[src/core/drive_cmd_map.svh]
// Purpose: Offsets, fields, reset values and timing of the command path
// Assumes: APB byte addresses, one 32-bit word per register
// Notes:   Included by the package; definitions only
`ifndef DRIVE_CMD_MAP_SVH
`define DRIVE_CMD_MAP_SVH
// ----------------------------------------
// Register byte offsets
// ----------------------------------------
`define OFS_RAW1      8'h00
`define OFS_COND1     8'h04
`define OFS_RAW2      8'h08
`define OFS_COND2     8'h0C
`define OFS_FILT1     8'h10
`define OFS_DB1       8'h14
`define OFS_OFF1      8'h18
`define OFS_FILT2     8'h1C
`define OFS_DB2       8'h20
`define OFS_OFF2      8'h24
`define OFS_SPD_FAC   8'h28
`define OFS_SPD_SRC   8'h2C
`define OFS_CLAMP_HI  8'h30
`define OFS_CLAMP_LO  8'h34
`define OFS_TRQ_FAC   8'h38
`define OFS_TRQ_SRC   8'h3C
`define OFS_OP_MODE   8'h40
`define OFS_TRQ_PCT   8'h44
`define OFS_CTRL      8'h48
`define OFS_CMD_VEL   8'h4C
`define OFS_IDX_CFG   8'h50
`define OFS_TGT_SPD   8'h54
`define OFS_MAX_TRQ   8'h58
`define OFS_STATUS    8'h5C
`define OFS_TABLE     8'h60
`define TABLE_IDX_LSB 2
// ----------------------------------------
// Field values
// ----------------------------------------
`define SRC_DIRECT    8'h00
`define SRC_CH1       8'h01
`define SRC_CH2       8'h02
`define MODE_INST_VEL 8'hFD
`define MODE_PROF_VEL 8'h03
`define MODE_TORQUE   8'h04
`define CTRL_ENABLE   16'h000F
`define CTRL_DISABLE  16'h0006
`define IDX_CFG_DIN_EN 4
`define VOLT_SCALE    32'sd100
`define RESET_ZERO    32'h0000_0000
// ----------------------------------------
// Timing
// ----------------------------------------
`define CLK_PERIOD_NS 40
`define MS_NS         1000000
`define FILT_FRAC     8
`endif

[src/core/drive_cmd_pkg.sv]
// Purpose: Types shared by the command path modules
// Assumes: drive_cmd_map.svh holds offsets, field values and timing; APB state codes are here
// Notes:   State of each module is one packed struct
`include "drive_cmd_map.svh"
package drive_cmd_pkg;
    typedef enum logic [1:0] {
        APB_SETUP  = 2'b01,
        APB_ACCESS = 2'b10
    } apb_state_e;

    typedef struct packed {
        logic signed [24:0] acc;
        logic signed [15:0] cond;
    } cond_state_s;

    typedef struct packed {
        apb_state_e              apb;
        logic [31:0]             prdata;
        logic                    pslverr;
        logic [15:0]             tick_cnt;
        logic [15:0]             raw1, raw2, filt1, filt2, db1, db2, off1, off2;
        logic [15:0]             spd_fac, clamp_hi, clamp_lo, trq_fac, trq_pct, ctrl;
        logic [7:0]              spd_src, trq_src, op_mode;
        logic [31:0]             cmd_vel;
        logic [4:0]              idx_cfg;
        logic [7:0][31:0]        table_r;
        logic [31:0]             tgt_spd, max_trq;
        logic [15:0]             trq_cmd;
        logic                    spd_valid, prof, trq_lim, trq_mode, drv_en, din_mode;
    } cmd_state_s;
endpackage : drive_cmd_pkg

[src/core/analog_conditioner.sv]
// Purpose: One analog channel: offset, low-pass filter, deadband
// Assumes: All voltages signed in 0.01 V steps
// Notes:   Filter time is approximated by a power-of-two shift
`timescale 1ns/1ps
`include "drive_cmd_map.svh"
module analog_conditioner
    import drive_cmd_pkg::*;
(
    // Clock and reset
    input  wire logic        pclk,
    input  wire logic        presetn,
    // Millisecond step
    input  wire logic        ms_tick,
    // Sample and settings
    input  wire logic [15:0] raw_sample,
    input  wire logic [15:0] offset,
    input  wire logic [15:0] deadband,
    input  wire logic [15:0] filter_time,
    // Conditioned value
    output logic      [15:0] conditioned
);
    cond_state_s st_r;
    cond_state_s st_nxt;

    // Shift from highest set bit; cheaper than a true divider
    function automatic logic [4:0] shift_of(input logic [15:0] t);
        logic [4:0] s;
        s = 5'h00;
        for (int i = 0; i < 16; i++) begin
            if (t[i]) begin
                s = 5'(i + 1);
            end
        end
        return s;
    endfunction : shift_of

    // ----------------------------------------
    // Next state
    // ----------------------------------------
    always_comb begin
        logic signed [24:0] x;
        logic signed [24:0] diff;
        logic signed [16:0] f;
        logic signed [16:0] db;
        logic signed [16:0] mag;
        logic signed [16:0] y;
        f      = '0;
        db     = '0;
        mag    = '0;
        y      = '0;
        st_nxt = st_r;
        x      = 25'(($signed({raw_sample[15], raw_sample}) - $signed({offset[15], offset})) <<< `FILT_FRAC);
        diff   = x - st_r.acc;
        if (filter_time == 16'h0000) begin
            st_nxt.acc = x;
        end else if (ms_tick) begin
            st_nxt.acc = st_r.acc + (diff >>> shift_of(filter_time));
        end
        f   = 17'(st_r.acc >>> `FILT_FRAC);
        db  = $signed({deadband[15], deadband});
        mag = f[16] ? -f : f;
        if (mag > db) begin
            y = f[16] ? f + db : f - db;
        end else begin
            y = 17'sh00000;
        end
        // Saturate to the register width
        if (y > 17'sh07FFF) begin
            st_nxt.cond = 16'h7FFF;
        end else if (y < -17'sh08000) begin
            st_nxt.cond = 16'h8000;
        end else begin
            st_nxt.cond = y[15:0];
        end
    end

    // State register
    always_ff @(posedge pclk or negedge presetn) begin
        if (!presetn) begin
            st_r <= '0;
        end else begin
            st_r <= st_nxt;
        end
    end

    assign conditioned = st_r.cond;
endmodule : analog_conditioner

[src/core/drive_speed_torque_command_path.sv]
// Purpose: Target speed, torque limit and torque command of the drive
// Assumes: Inputs synchronous to pclk; APB slave with no wait states
// Notes:   Outputs are registered; results lag index inputs by one cycle, analog inputs by four
`timescale 1ns/1ps
`include "drive_cmd_map.svh"
module drive_speed_torque_command_path
    import drive_cmd_pkg::*;
#(
    parameter int MS_TICK_CYCLES = `MS_NS / `CLK_PERIOD_NS
) (
    // Clock and reset
    input  wire logic        pclk,
    input  wire logic        presetn,
    // APB slave
    input  wire logic [7:0]  paddr,
    input  wire logic        psel,
    input  wire logic        penable,
    input  wire logic        pwrite,
    input  wire logic [31:0] pwdata,
    output logic      [31:0] prdata,
    output logic             pready,
    output logic             pslverr,
    // Analog samples and index inputs
    input  wire logic [15:0] first_analog_channel,
    input  wire logic [15:0] second_analog_channel,
    input  wire logic        speed_index_bit_zero,
    input  wire logic        speed_index_bit_one,
    input  wire logic        speed_index_bit_two,
    // Toward the control loop
    output logic      [31:0] target_speed,
    output logic             speed_command_valid,
    output logic             profile_ramp_enable,
    output logic      [31:0] max_torque_limit,
    output logic             torque_limit_active,
    output logic      [15:0] torque_command,
    output logic             torque_mode_active,
    output logic             drive_enable
);
    cmd_state_s  st_r;
    cmd_state_s  st_nxt;
    logic [15:0] cond1;
    logic [15:0] cond2;
    logic        ms_tick;

    assign ms_tick = (st_r.tick_cnt == 16'(MS_TICK_CYCLES - 1));

    // ----------------------------------------
    // Channel conditioning
    // ----------------------------------------
    analog_conditioner u_cond1 (
        .pclk        (pclk),
        .presetn     (presetn),
        .ms_tick     (ms_tick),
        .raw_sample  (st_r.raw1),
        .offset      (st_r.off1),
        .deadband    (st_r.db1),
        .filter_time (st_r.filt1),
        .conditioned (cond1)
    );

    analog_conditioner u_cond2 (
        .pclk        (pclk),
        .presetn     (presetn),
        .ms_tick     (ms_tick),
        .raw_sample  (st_r.raw2),
        .offset      (st_r.off2),
        .deadband    (st_r.db2),
        .filter_time (st_r.filt2),
        .conditioned (cond2)
    );

    // ----------------------------------------
    // Next state
    // ----------------------------------------
    always_comb begin
        logic [31:0]        rd;
        logic               hit;
        logic               wr;
        logic signed [15:0] spd_v;
        logic signed [15:0] trq_v;
        logic               clamped;
        logic               din_avail;
        logic [2:0]         idx;
        logic signed [31:0] prod;
        rd        = `RESET_ZERO;
        hit       = 1'b1;
        wr        = 1'b0;
        spd_v     = 16'sh0000;
        trq_v     = 16'sh0000;
        clamped   = 1'b0;
        din_avail = 1'b0;
        idx       = 3'h0;
        prod      = 32'sh0000_0000;
        st_nxt    = st_r;

        // Millisecond divider for the filters
        st_nxt.tick_cnt = ms_tick ? 16'h0000 : st_r.tick_cnt + 16'h0001;

        // Sample the converters every cycle
        st_nxt.raw1 = first_analog_channel;
        st_nxt.raw2 = second_analog_channel;

        // Read decode, done in setup so prdata is a flop
        case (paddr)
            `OFS_RAW1:     rd = {16'h0000, st_r.raw1};
            `OFS_COND1:    rd = {16'h0000, cond1};
            `OFS_RAW2:     rd = {16'h0000, st_r.raw2};
            `OFS_COND2:    rd = {16'h0000, cond2};
            `OFS_FILT1:    rd = {16'h0000, st_r.filt1};
            `OFS_DB1:      rd = {16'h0000, st_r.db1};
            `OFS_OFF1:     rd = {16'h0000, st_r.off1};
            `OFS_FILT2:    rd = {16'h0000, st_r.filt2};
            `OFS_DB2:      rd = {16'h0000, st_r.db2};
            `OFS_OFF2:     rd = {16'h0000, st_r.off2};
            `OFS_SPD_FAC:  rd = {16'h0000, st_r.spd_fac};
            `OFS_SPD_SRC:  rd = {24'h000000, st_r.spd_src};
            `OFS_CLAMP_HI: rd = {16'h0000, st_r.clamp_hi};
            `OFS_CLAMP_LO: rd = {16'h0000, st_r.clamp_lo};
            `OFS_TRQ_FAC:  rd = {16'h0000, st_r.trq_fac};
            `OFS_TRQ_SRC:  rd = {24'h000000, st_r.trq_src};
            `OFS_OP_MODE:  rd = {24'h000000, st_r.op_mode};
            `OFS_TRQ_PCT:  rd = {16'h0000, st_r.trq_pct};
            `OFS_CTRL:     rd = {16'h0000, st_r.ctrl};
            `OFS_CMD_VEL:  rd = st_r.cmd_vel;
            `OFS_IDX_CFG:  rd = {27'h0000000, st_r.idx_cfg};
            `OFS_TGT_SPD:  rd = st_r.tgt_spd;
            `OFS_MAX_TRQ:  rd = st_r.max_trq;
            `OFS_STATUS:   rd = {26'h0000000, st_r.din_mode, st_r.drv_en, st_r.trq_mode,
                                 st_r.trq_lim, st_r.prof, st_r.spd_valid};
            default: begin
                if (paddr[7:5] == `OFS_TABLE >> 5) begin
                    rd = st_r.table_r[paddr[4:2]];
                end else begin
                    rd  = `RESET_ZERO;
                    hit = 1'b0;
                end
            end
        endcase

        // APB handshake: answer in the cycle after setup
        case (st_r.apb)
            APB_SETUP: begin
                if (psel && !penable) begin
                    st_nxt.apb     = APB_ACCESS;
                    st_nxt.prdata  = pwrite ? `RESET_ZERO : rd;
                    st_nxt.pslverr = !hit;
                end
            end
            APB_ACCESS: begin
                wr             = psel && penable && pwrite && !st_r.pslverr;
                st_nxt.apb     = APB_SETUP;
                st_nxt.pslverr = 1'b0;
            end
            default: st_nxt.apb = APB_SETUP;
        endcase

        // Register writes take effect at completion
        if (wr) begin
            case (paddr)
                `OFS_FILT1:    st_nxt.filt1    = pwdata[15:0];
                `OFS_DB1:      st_nxt.db1      = pwdata[15:0];
                `OFS_OFF1:     st_nxt.off1     = pwdata[15:0];
                `OFS_FILT2:    st_nxt.filt2    = pwdata[15:0];
                `OFS_DB2:      st_nxt.db2      = pwdata[15:0];
                `OFS_OFF2:     st_nxt.off2     = pwdata[15:0];
                `OFS_SPD_FAC:  st_nxt.spd_fac  = pwdata[15:0];
                `OFS_SPD_SRC:  st_nxt.spd_src  = pwdata[7:0];
                `OFS_CLAMP_HI: st_nxt.clamp_hi = pwdata[15:0];
                `OFS_CLAMP_LO: st_nxt.clamp_lo = pwdata[15:0];
                `OFS_TRQ_FAC:  st_nxt.trq_fac  = pwdata[15:0];
                `OFS_TRQ_SRC:  st_nxt.trq_src  = pwdata[7:0];
                `OFS_OP_MODE:  st_nxt.op_mode  = pwdata[7:0];
                `OFS_TRQ_PCT:  st_nxt.trq_pct  = pwdata[15:0];
                `OFS_CTRL:     st_nxt.ctrl     = pwdata[15:0];
                `OFS_CMD_VEL:  st_nxt.cmd_vel  = pwdata;
                `OFS_IDX_CFG:  st_nxt.idx_cfg  = pwdata[4:0];
                default: begin
                    // Table entries; read-only and unmapped words ignore writes
                    for (int e = 0; e < 8; e++) begin
                        if (paddr == `OFS_TABLE + 8'(e << `TABLE_IDX_LSB)) begin
                            st_nxt.table_r[e] = pwdata;
                        end
                    end
                end
            endcase
        end

        // Digital index, unassigned bits forced to zero
        din_avail = |st_r.idx_cfg[2:0];
        idx = {speed_index_bit_two & st_r.idx_cfg[2],
               speed_index_bit_one & st_r.idx_cfg[1],
               speed_index_bit_zero & st_r.idx_cfg[0]};
        st_nxt.din_mode = din_avail && st_r.idx_cfg[`IDX_CFG_DIN_EN];

        // Speed path
        case (st_r.spd_src)
            `SRC_CH1: spd_v = $signed(cond1);
            `SRC_CH2: spd_v = $signed(cond2);
            default:  spd_v = 16'sh0000;
        endcase
        clamped = ((st_r.clamp_hi != 16'h0000) && (spd_v > $signed(st_r.clamp_hi))) ||
                  ((st_r.clamp_lo != 16'h0000) && (spd_v < $signed(st_r.clamp_lo)));
        if (st_r.spd_src == `SRC_CH1 || st_r.spd_src == `SRC_CH2) begin
            prod = 32'(spd_v * $signed(st_r.spd_fac)) / `VOLT_SCALE;
            st_nxt.tgt_spd = clamped ? `RESET_ZERO : prod;
        end else if (st_nxt.din_mode) begin
            st_nxt.tgt_spd = st_r.table_r[idx];
        end else begin
            st_nxt.tgt_spd = st_r.cmd_vel;
        end

        // Torque limit path
        case (st_r.trq_src)
            `SRC_CH1: trq_v = $signed(cond1);
            `SRC_CH2: trq_v = $signed(cond2);
            default:  trq_v = 16'sh0000;
        endcase
        st_nxt.trq_lim = (st_r.trq_src == `SRC_CH1) || (st_r.trq_src == `SRC_CH2);
        // Divide apart from the select; an unsigned arm would make the division unsigned
        prod = 32'(trq_v * $signed(st_r.trq_fac)) / `VOLT_SCALE;
        st_nxt.max_trq = st_nxt.trq_lim ? prod : `RESET_ZERO;

        // Operating mode decode
        st_nxt.spd_valid = (st_r.op_mode == `MODE_INST_VEL) || (st_r.op_mode == `MODE_PROF_VEL);
        st_nxt.prof      = (st_r.op_mode == `MODE_PROF_VEL);
        st_nxt.trq_mode  = (st_r.op_mode == `MODE_TORQUE);
        st_nxt.trq_cmd   = st_nxt.trq_mode ? st_r.trq_pct : 16'h0000;
        // Only the enable word runs the drive; 0x06 and all else stop it
        st_nxt.drv_en    = (st_r.ctrl == `CTRL_ENABLE);
    end

    // ----------------------------------------
    // State register
    // ----------------------------------------
    always_ff @(posedge pclk or negedge presetn) begin
        if (!presetn) begin
            st_r     <= '0;
            st_r.apb <= APB_SETUP;
        end else begin
            st_r <= st_nxt;
        end
    end

    // Outputs straight from the state flops
    assign prdata              = st_r.prdata;
    assign pready              = (st_r.apb == APB_ACCESS);
    assign pslverr             = st_r.pslverr;
    assign target_speed        = st_r.tgt_spd;
    assign speed_command_valid = st_r.spd_valid;
    assign profile_ramp_enable = st_r.prof;
    assign max_torque_limit    = st_r.max_trq;
    assign torque_limit_active = st_r.trq_lim;
    assign torque_command      = st_r.trq_cmd;
    assign torque_mode_active  = st_r.trq_mode;
    assign drive_enable        = st_r.drv_en;
endmodule : drive_speed_torque_command_path

[config.mk]
export PLATFORM = sky130hd
export DESIGN_NAME = drive_speed_torque_command_path
export DESIGN_NICKNAME = d
export VERILOG_FILES = /design/src/core/drive_cmd_pkg.sv /design/src/core/analog_conditioner.sv /design/src/core/drive_speed_torque_command_path.sv
export VERILOG_INCLUDE_DIRS = /design/src /design/src/core
export SDC_FILE = /design/constraint.sdc
export NUM_CORES = 2
export LEC_CHECK = 0
export BUFFER_PORTS_ARGS = -buffer_cell sky130_fd_sc_hd__buf_4
export CAP_MARGIN = 10
export CORE_ASPECT_RATIO = 0.7
export CORE_MARGIN = 3
export CORE_UTILIZATION = 60
export DETAILED_ROUTE_END_ITERATION = 6
export PLACE_DENSITY = 0.74
export SLEW_MARGIN = 20
export SYNTH_ARGS = -nofsm -noshare
export SYNTH_HDL_FRONTEND = slang
export SYNTH_HIERARCHICAL = 1
export SYNTH_SLANG_ARGS = --single-unit
[constraint.sdc]
create_clock -name pclk -period 69.7 [get_ports pclk]
set_input_delay 0 -clock pclk [delete_from_list [all_inputs] [get_ports pclk]]
set_output_delay 0 -clock pclk [all_outputs]
set_load 0.02 [all_outputs]
==> summary.txt <==
Worst setup path
  – Top delay family on crit path: compound AO/OA/AOI/OAI gates
  – FF-to-FF Start: st_r[399]$_DFFE_PN0P_
  – Worst setup EP type: flip-flop
  – Crit path required time: 70.26 ns
  – Crit path kind: reg -> reg
  – Crit path launch type: flip-flop
  – Bufs and invs on worst path: 7
  – Slowest cell delay on critical path: 0.82 ns
  – Crit path DAT: 32.00 ns
  – Crit path from: st_r[399]$_DFFE_PN0P_
  – Critical-path top delay cell: o221a_1
  – Crit-path max FO: 18

Detailed routing
  – WL final: 295.9 mm
  – Vias post-DR: 75055
  – Vias/cell: 6.784
  – Drt wl/cell: 26.75 um
  – TritonRoute pass-1 iters: 7
  – Antenna Nets Post-Route: 0
  – Iteration-0 DRC Markers: 9849
  – Drt drc: 25

Clock network
  – Clk sinks: 760
  – Htree depth: 3
  – Post-CTS sizing: 0
  – Total setup buffers inserted after CTS: 0
  – CTS tree: built
  – Cts hold-fix bufs: 108
  – CTS buffer count: 81
  – Clk slew on worst S/H paths: 0.07 ns
  – Max clock buf depth: 3
  – Clock root buffer: clkbuf_16
  – Clk_lat worst skew: 0.74 ns

Logic synthesis
  – Syn avg cell area: 9.153 sq um
  – Post-Syn Instances: 9219
  – Post-synthesis sequential area ratio: 22.54%
  – Register bit total from synthesis: 760
  – Synth Flop Type: dfrtp_1
  – EDFF count, synth: 0
  – Synth async-reset ratio: 100.0%
  – Count of different cell masters after synthesis: 172
  – Post-synth net total: 10213
  – Yosys warning count: 6
  – Synth Cell Area: 84380 sq um

Die
  – Initial Util: 60.80%
  – Die height: 319.8 um
  – Die width: 454.2 um
  – FP Rows: 114
  – # IOs: 199
  – Core Area: 138800 sq um
  – Die area: 145200 sq um

Global route
  – Pin count of the biggest net entering global routing: 162
  – Grt ovf: 0
  – Number of global-route vias before repair: 72149
  – GRT Overall Usage: 40.14%
  – First-pass GRT wire length: 449.3 mm
  – Initial antenna violation count: 11

Placement
  – Port buffer count: 198
  – RD Place Congestion: 1.076
  – Dpl hpwl: 223.5 mm

Timing
  – Final Max Slew Viols: 0
  – Unrepaired setup endpoints after global routing: no
  – Fmax: 31.80 MHz
  – Setup TNS: 0 ns
  – Period Utilization, post-route: 45.11%
  – Clock skew: 0.06258 ns
  – Min cycle time layout: 31.44 ns
  – Final hold vios: 0
  – Worst slew pin tran: 1.183 ns
  – Max-slew headroom: 21.16%
  – Setup violators final: 0

Cells and area
  – Final #Nets: 10131
  – FILL cells: 11293
  – Synth-to-Final Area Change: 7.153%
  – Share of layout cells above drive strength 1: 15.99%
  – Most common cell after layout, fill and taps aside: inv_1
  – Most frequent cells in the layout: inv_1, nand2_1, dfrtp_1

Outcome
  – Outcome: finished with violations
  – Violated checks: design-rule violations

Job
  – Max-cap viol count: 0

Worst hold path
  – Min-Delay Path Class: in -> reg
  – Worst hold start: paddr[1]
-- metal layers --
| layer | vias up | GRT usage (%) | wire [um] |
|---|---|---|---|
| li1 | 32602 | - | - |
| met1 | 37267 | 57.65 | 123600 |
| met2 | 4446 | 55.97 | 120600 |
| met3 | 724 | 12.33 | 36520 |
| met4 | 16 | 16.65 | 14840 |
| met5 | - | 1.270 | 338 |
-- state kept, by name, indices dropped and copies added (netlist names), 16 cells and up --
register / count
max_torque_limit: 32
prdata: 32
st_r: 560
target_speed: 32
torque_command: 16
u_cond1/conditioned: 16
u_cond1/st_r: 25
u_cond2/conditioned: 16
u_cond2/st_r: 25
-- worst min-delay path, delay by kind of cell --
kind | cells | cell delay [ns]
AOI/OAI and AO/OA | 3 | 0.39
buffers and inverters | 1 | 0.08
and+or+nand+nor | 2 | 0.22
-- final cells by class --
class | count | area [sq um] | share of cell area [%]
multi-input cells | 7034 | 59480 | 65.79
flip-flops and latches | 760 | 19020 | 21.04
repair buffers | 417 | 3466 | 3.833
inverters | 843 | 3164 | 3.500
well taps | 1856 | 2322 | 2.568
clock buffers | 109 | 2282 | 2.524
clock inverters | 40 | 669.4 | 0.7403
diodes | 4 | 10.01 | 0.01107
-- kinds of logic (layout without fill, tap and decap cells) --
family	after synthesis	in the layout	synth area share, %
AND/OR/NAND/NOR	2596	2596	15.34
adder cells (fa/ha/maj)	931	931	18.48
AO/OA/AOI/OAI	2241	2241	19.05
flip-flops	760	760	22.54
other	0	4	0
XOR/XNOR	455	455	4.952
buffers and inverters	1425	1409	7.303
multiplexers	811	811	12.35
-- final timing paths --
check | to | depth (start not counted) | slack [ns]
worst max-delay path | target_speed[30]$_DFF_PN0_ | 94 | 38.26
worst min-delay path | pslverr$_DFFE_PN0P_ | 6 | 0.01
worst max register to register | target_speed[30]$_DFF_PN0_ | 94 | 38.26
worst min register to register | st_r[627]$_DFF_PN0_ | 1 | 0.46
max in group asynchronous | st_r[628]$_DFF_PN0_ | 7 | 66.13
min in group asynchronous | st_r[206]$_DFFE_PN0P_ | 4 | 0.43
-- synthesized netlist by cell type, types with 39 or more instances --
cell / count / area share [%]
inv_1: 837 / 3.7
nand2_1: 768 / 3.4
dfrtp_1: 759 / 23
nor2_1: 566 / 2.5
fa_1: 530 / 13
mux2_2: 518 / 6.9
a21oi_1: 402 / 2.4
o21ai_0: 387 / 2.3
ha_1: 384 / 5.7
and2_1: 320 / 2.4
clkbuf_1: 318 / 1.4
xnor2_1: 300 / 3.1
nand3_1: 224 / 1.3
nor3_1: 175 / 1.0
buf_4: 160 / 1.4
mux2i_1: 153 / 1.8
xor2_1: 133 / 1.4
mux4_2: 128 / 3.4
a21o_1: 112 / 1.0
a31oi_1: 107 / 0.79
a22oi_1: 106 / 0.94
o21ai_1: 103 / 0.61
o211ai_1: 93 / 0.83
a22o_1: 86 / 0.89
nand4_1: 85 / 0.63
a211oi_1: 73 / 0.65
o21a_1: 73 / 0.65
nand2b_1: 61 / 0.45
o22ai_1: 58 / 0.43
o31ai_1: 55 / 0.49
and3_1: 52 / 0.39
or2_2: 47 / 0.35
or3_1: 45 / 0.33
nor4_1: 44 / 0.33
a221oi_1: 43 / 0.45
buf_2: 41 / 0.24
buf_1: 39 / 0.17
-- through the flow --
step | setup slack (ns) | util [%] | hold slack, ns | cell area (sq um) | instances
finish | 38.26 | 65.15 | 0.01411 | 90420 | 11063
global route | 36.55 | 65.14 | 0.06090 | 90410 | 11060
CTS | 38.86 | 65.12 | 0.003065 | 90380 | 11059
detailed placement | 39.02 | 62.20 | 0.06311 | 86330 | 10802
global placement | 37.57 | 62.16 | 0.06365 | 86270 | 10800
floorplan | 44.99 | - | -0.2956 | 84380 | 9219
Power is left out: the tool's default activity adds up to more than one toggle a clock period on the data nets, which glitch-free logic cannot reach.
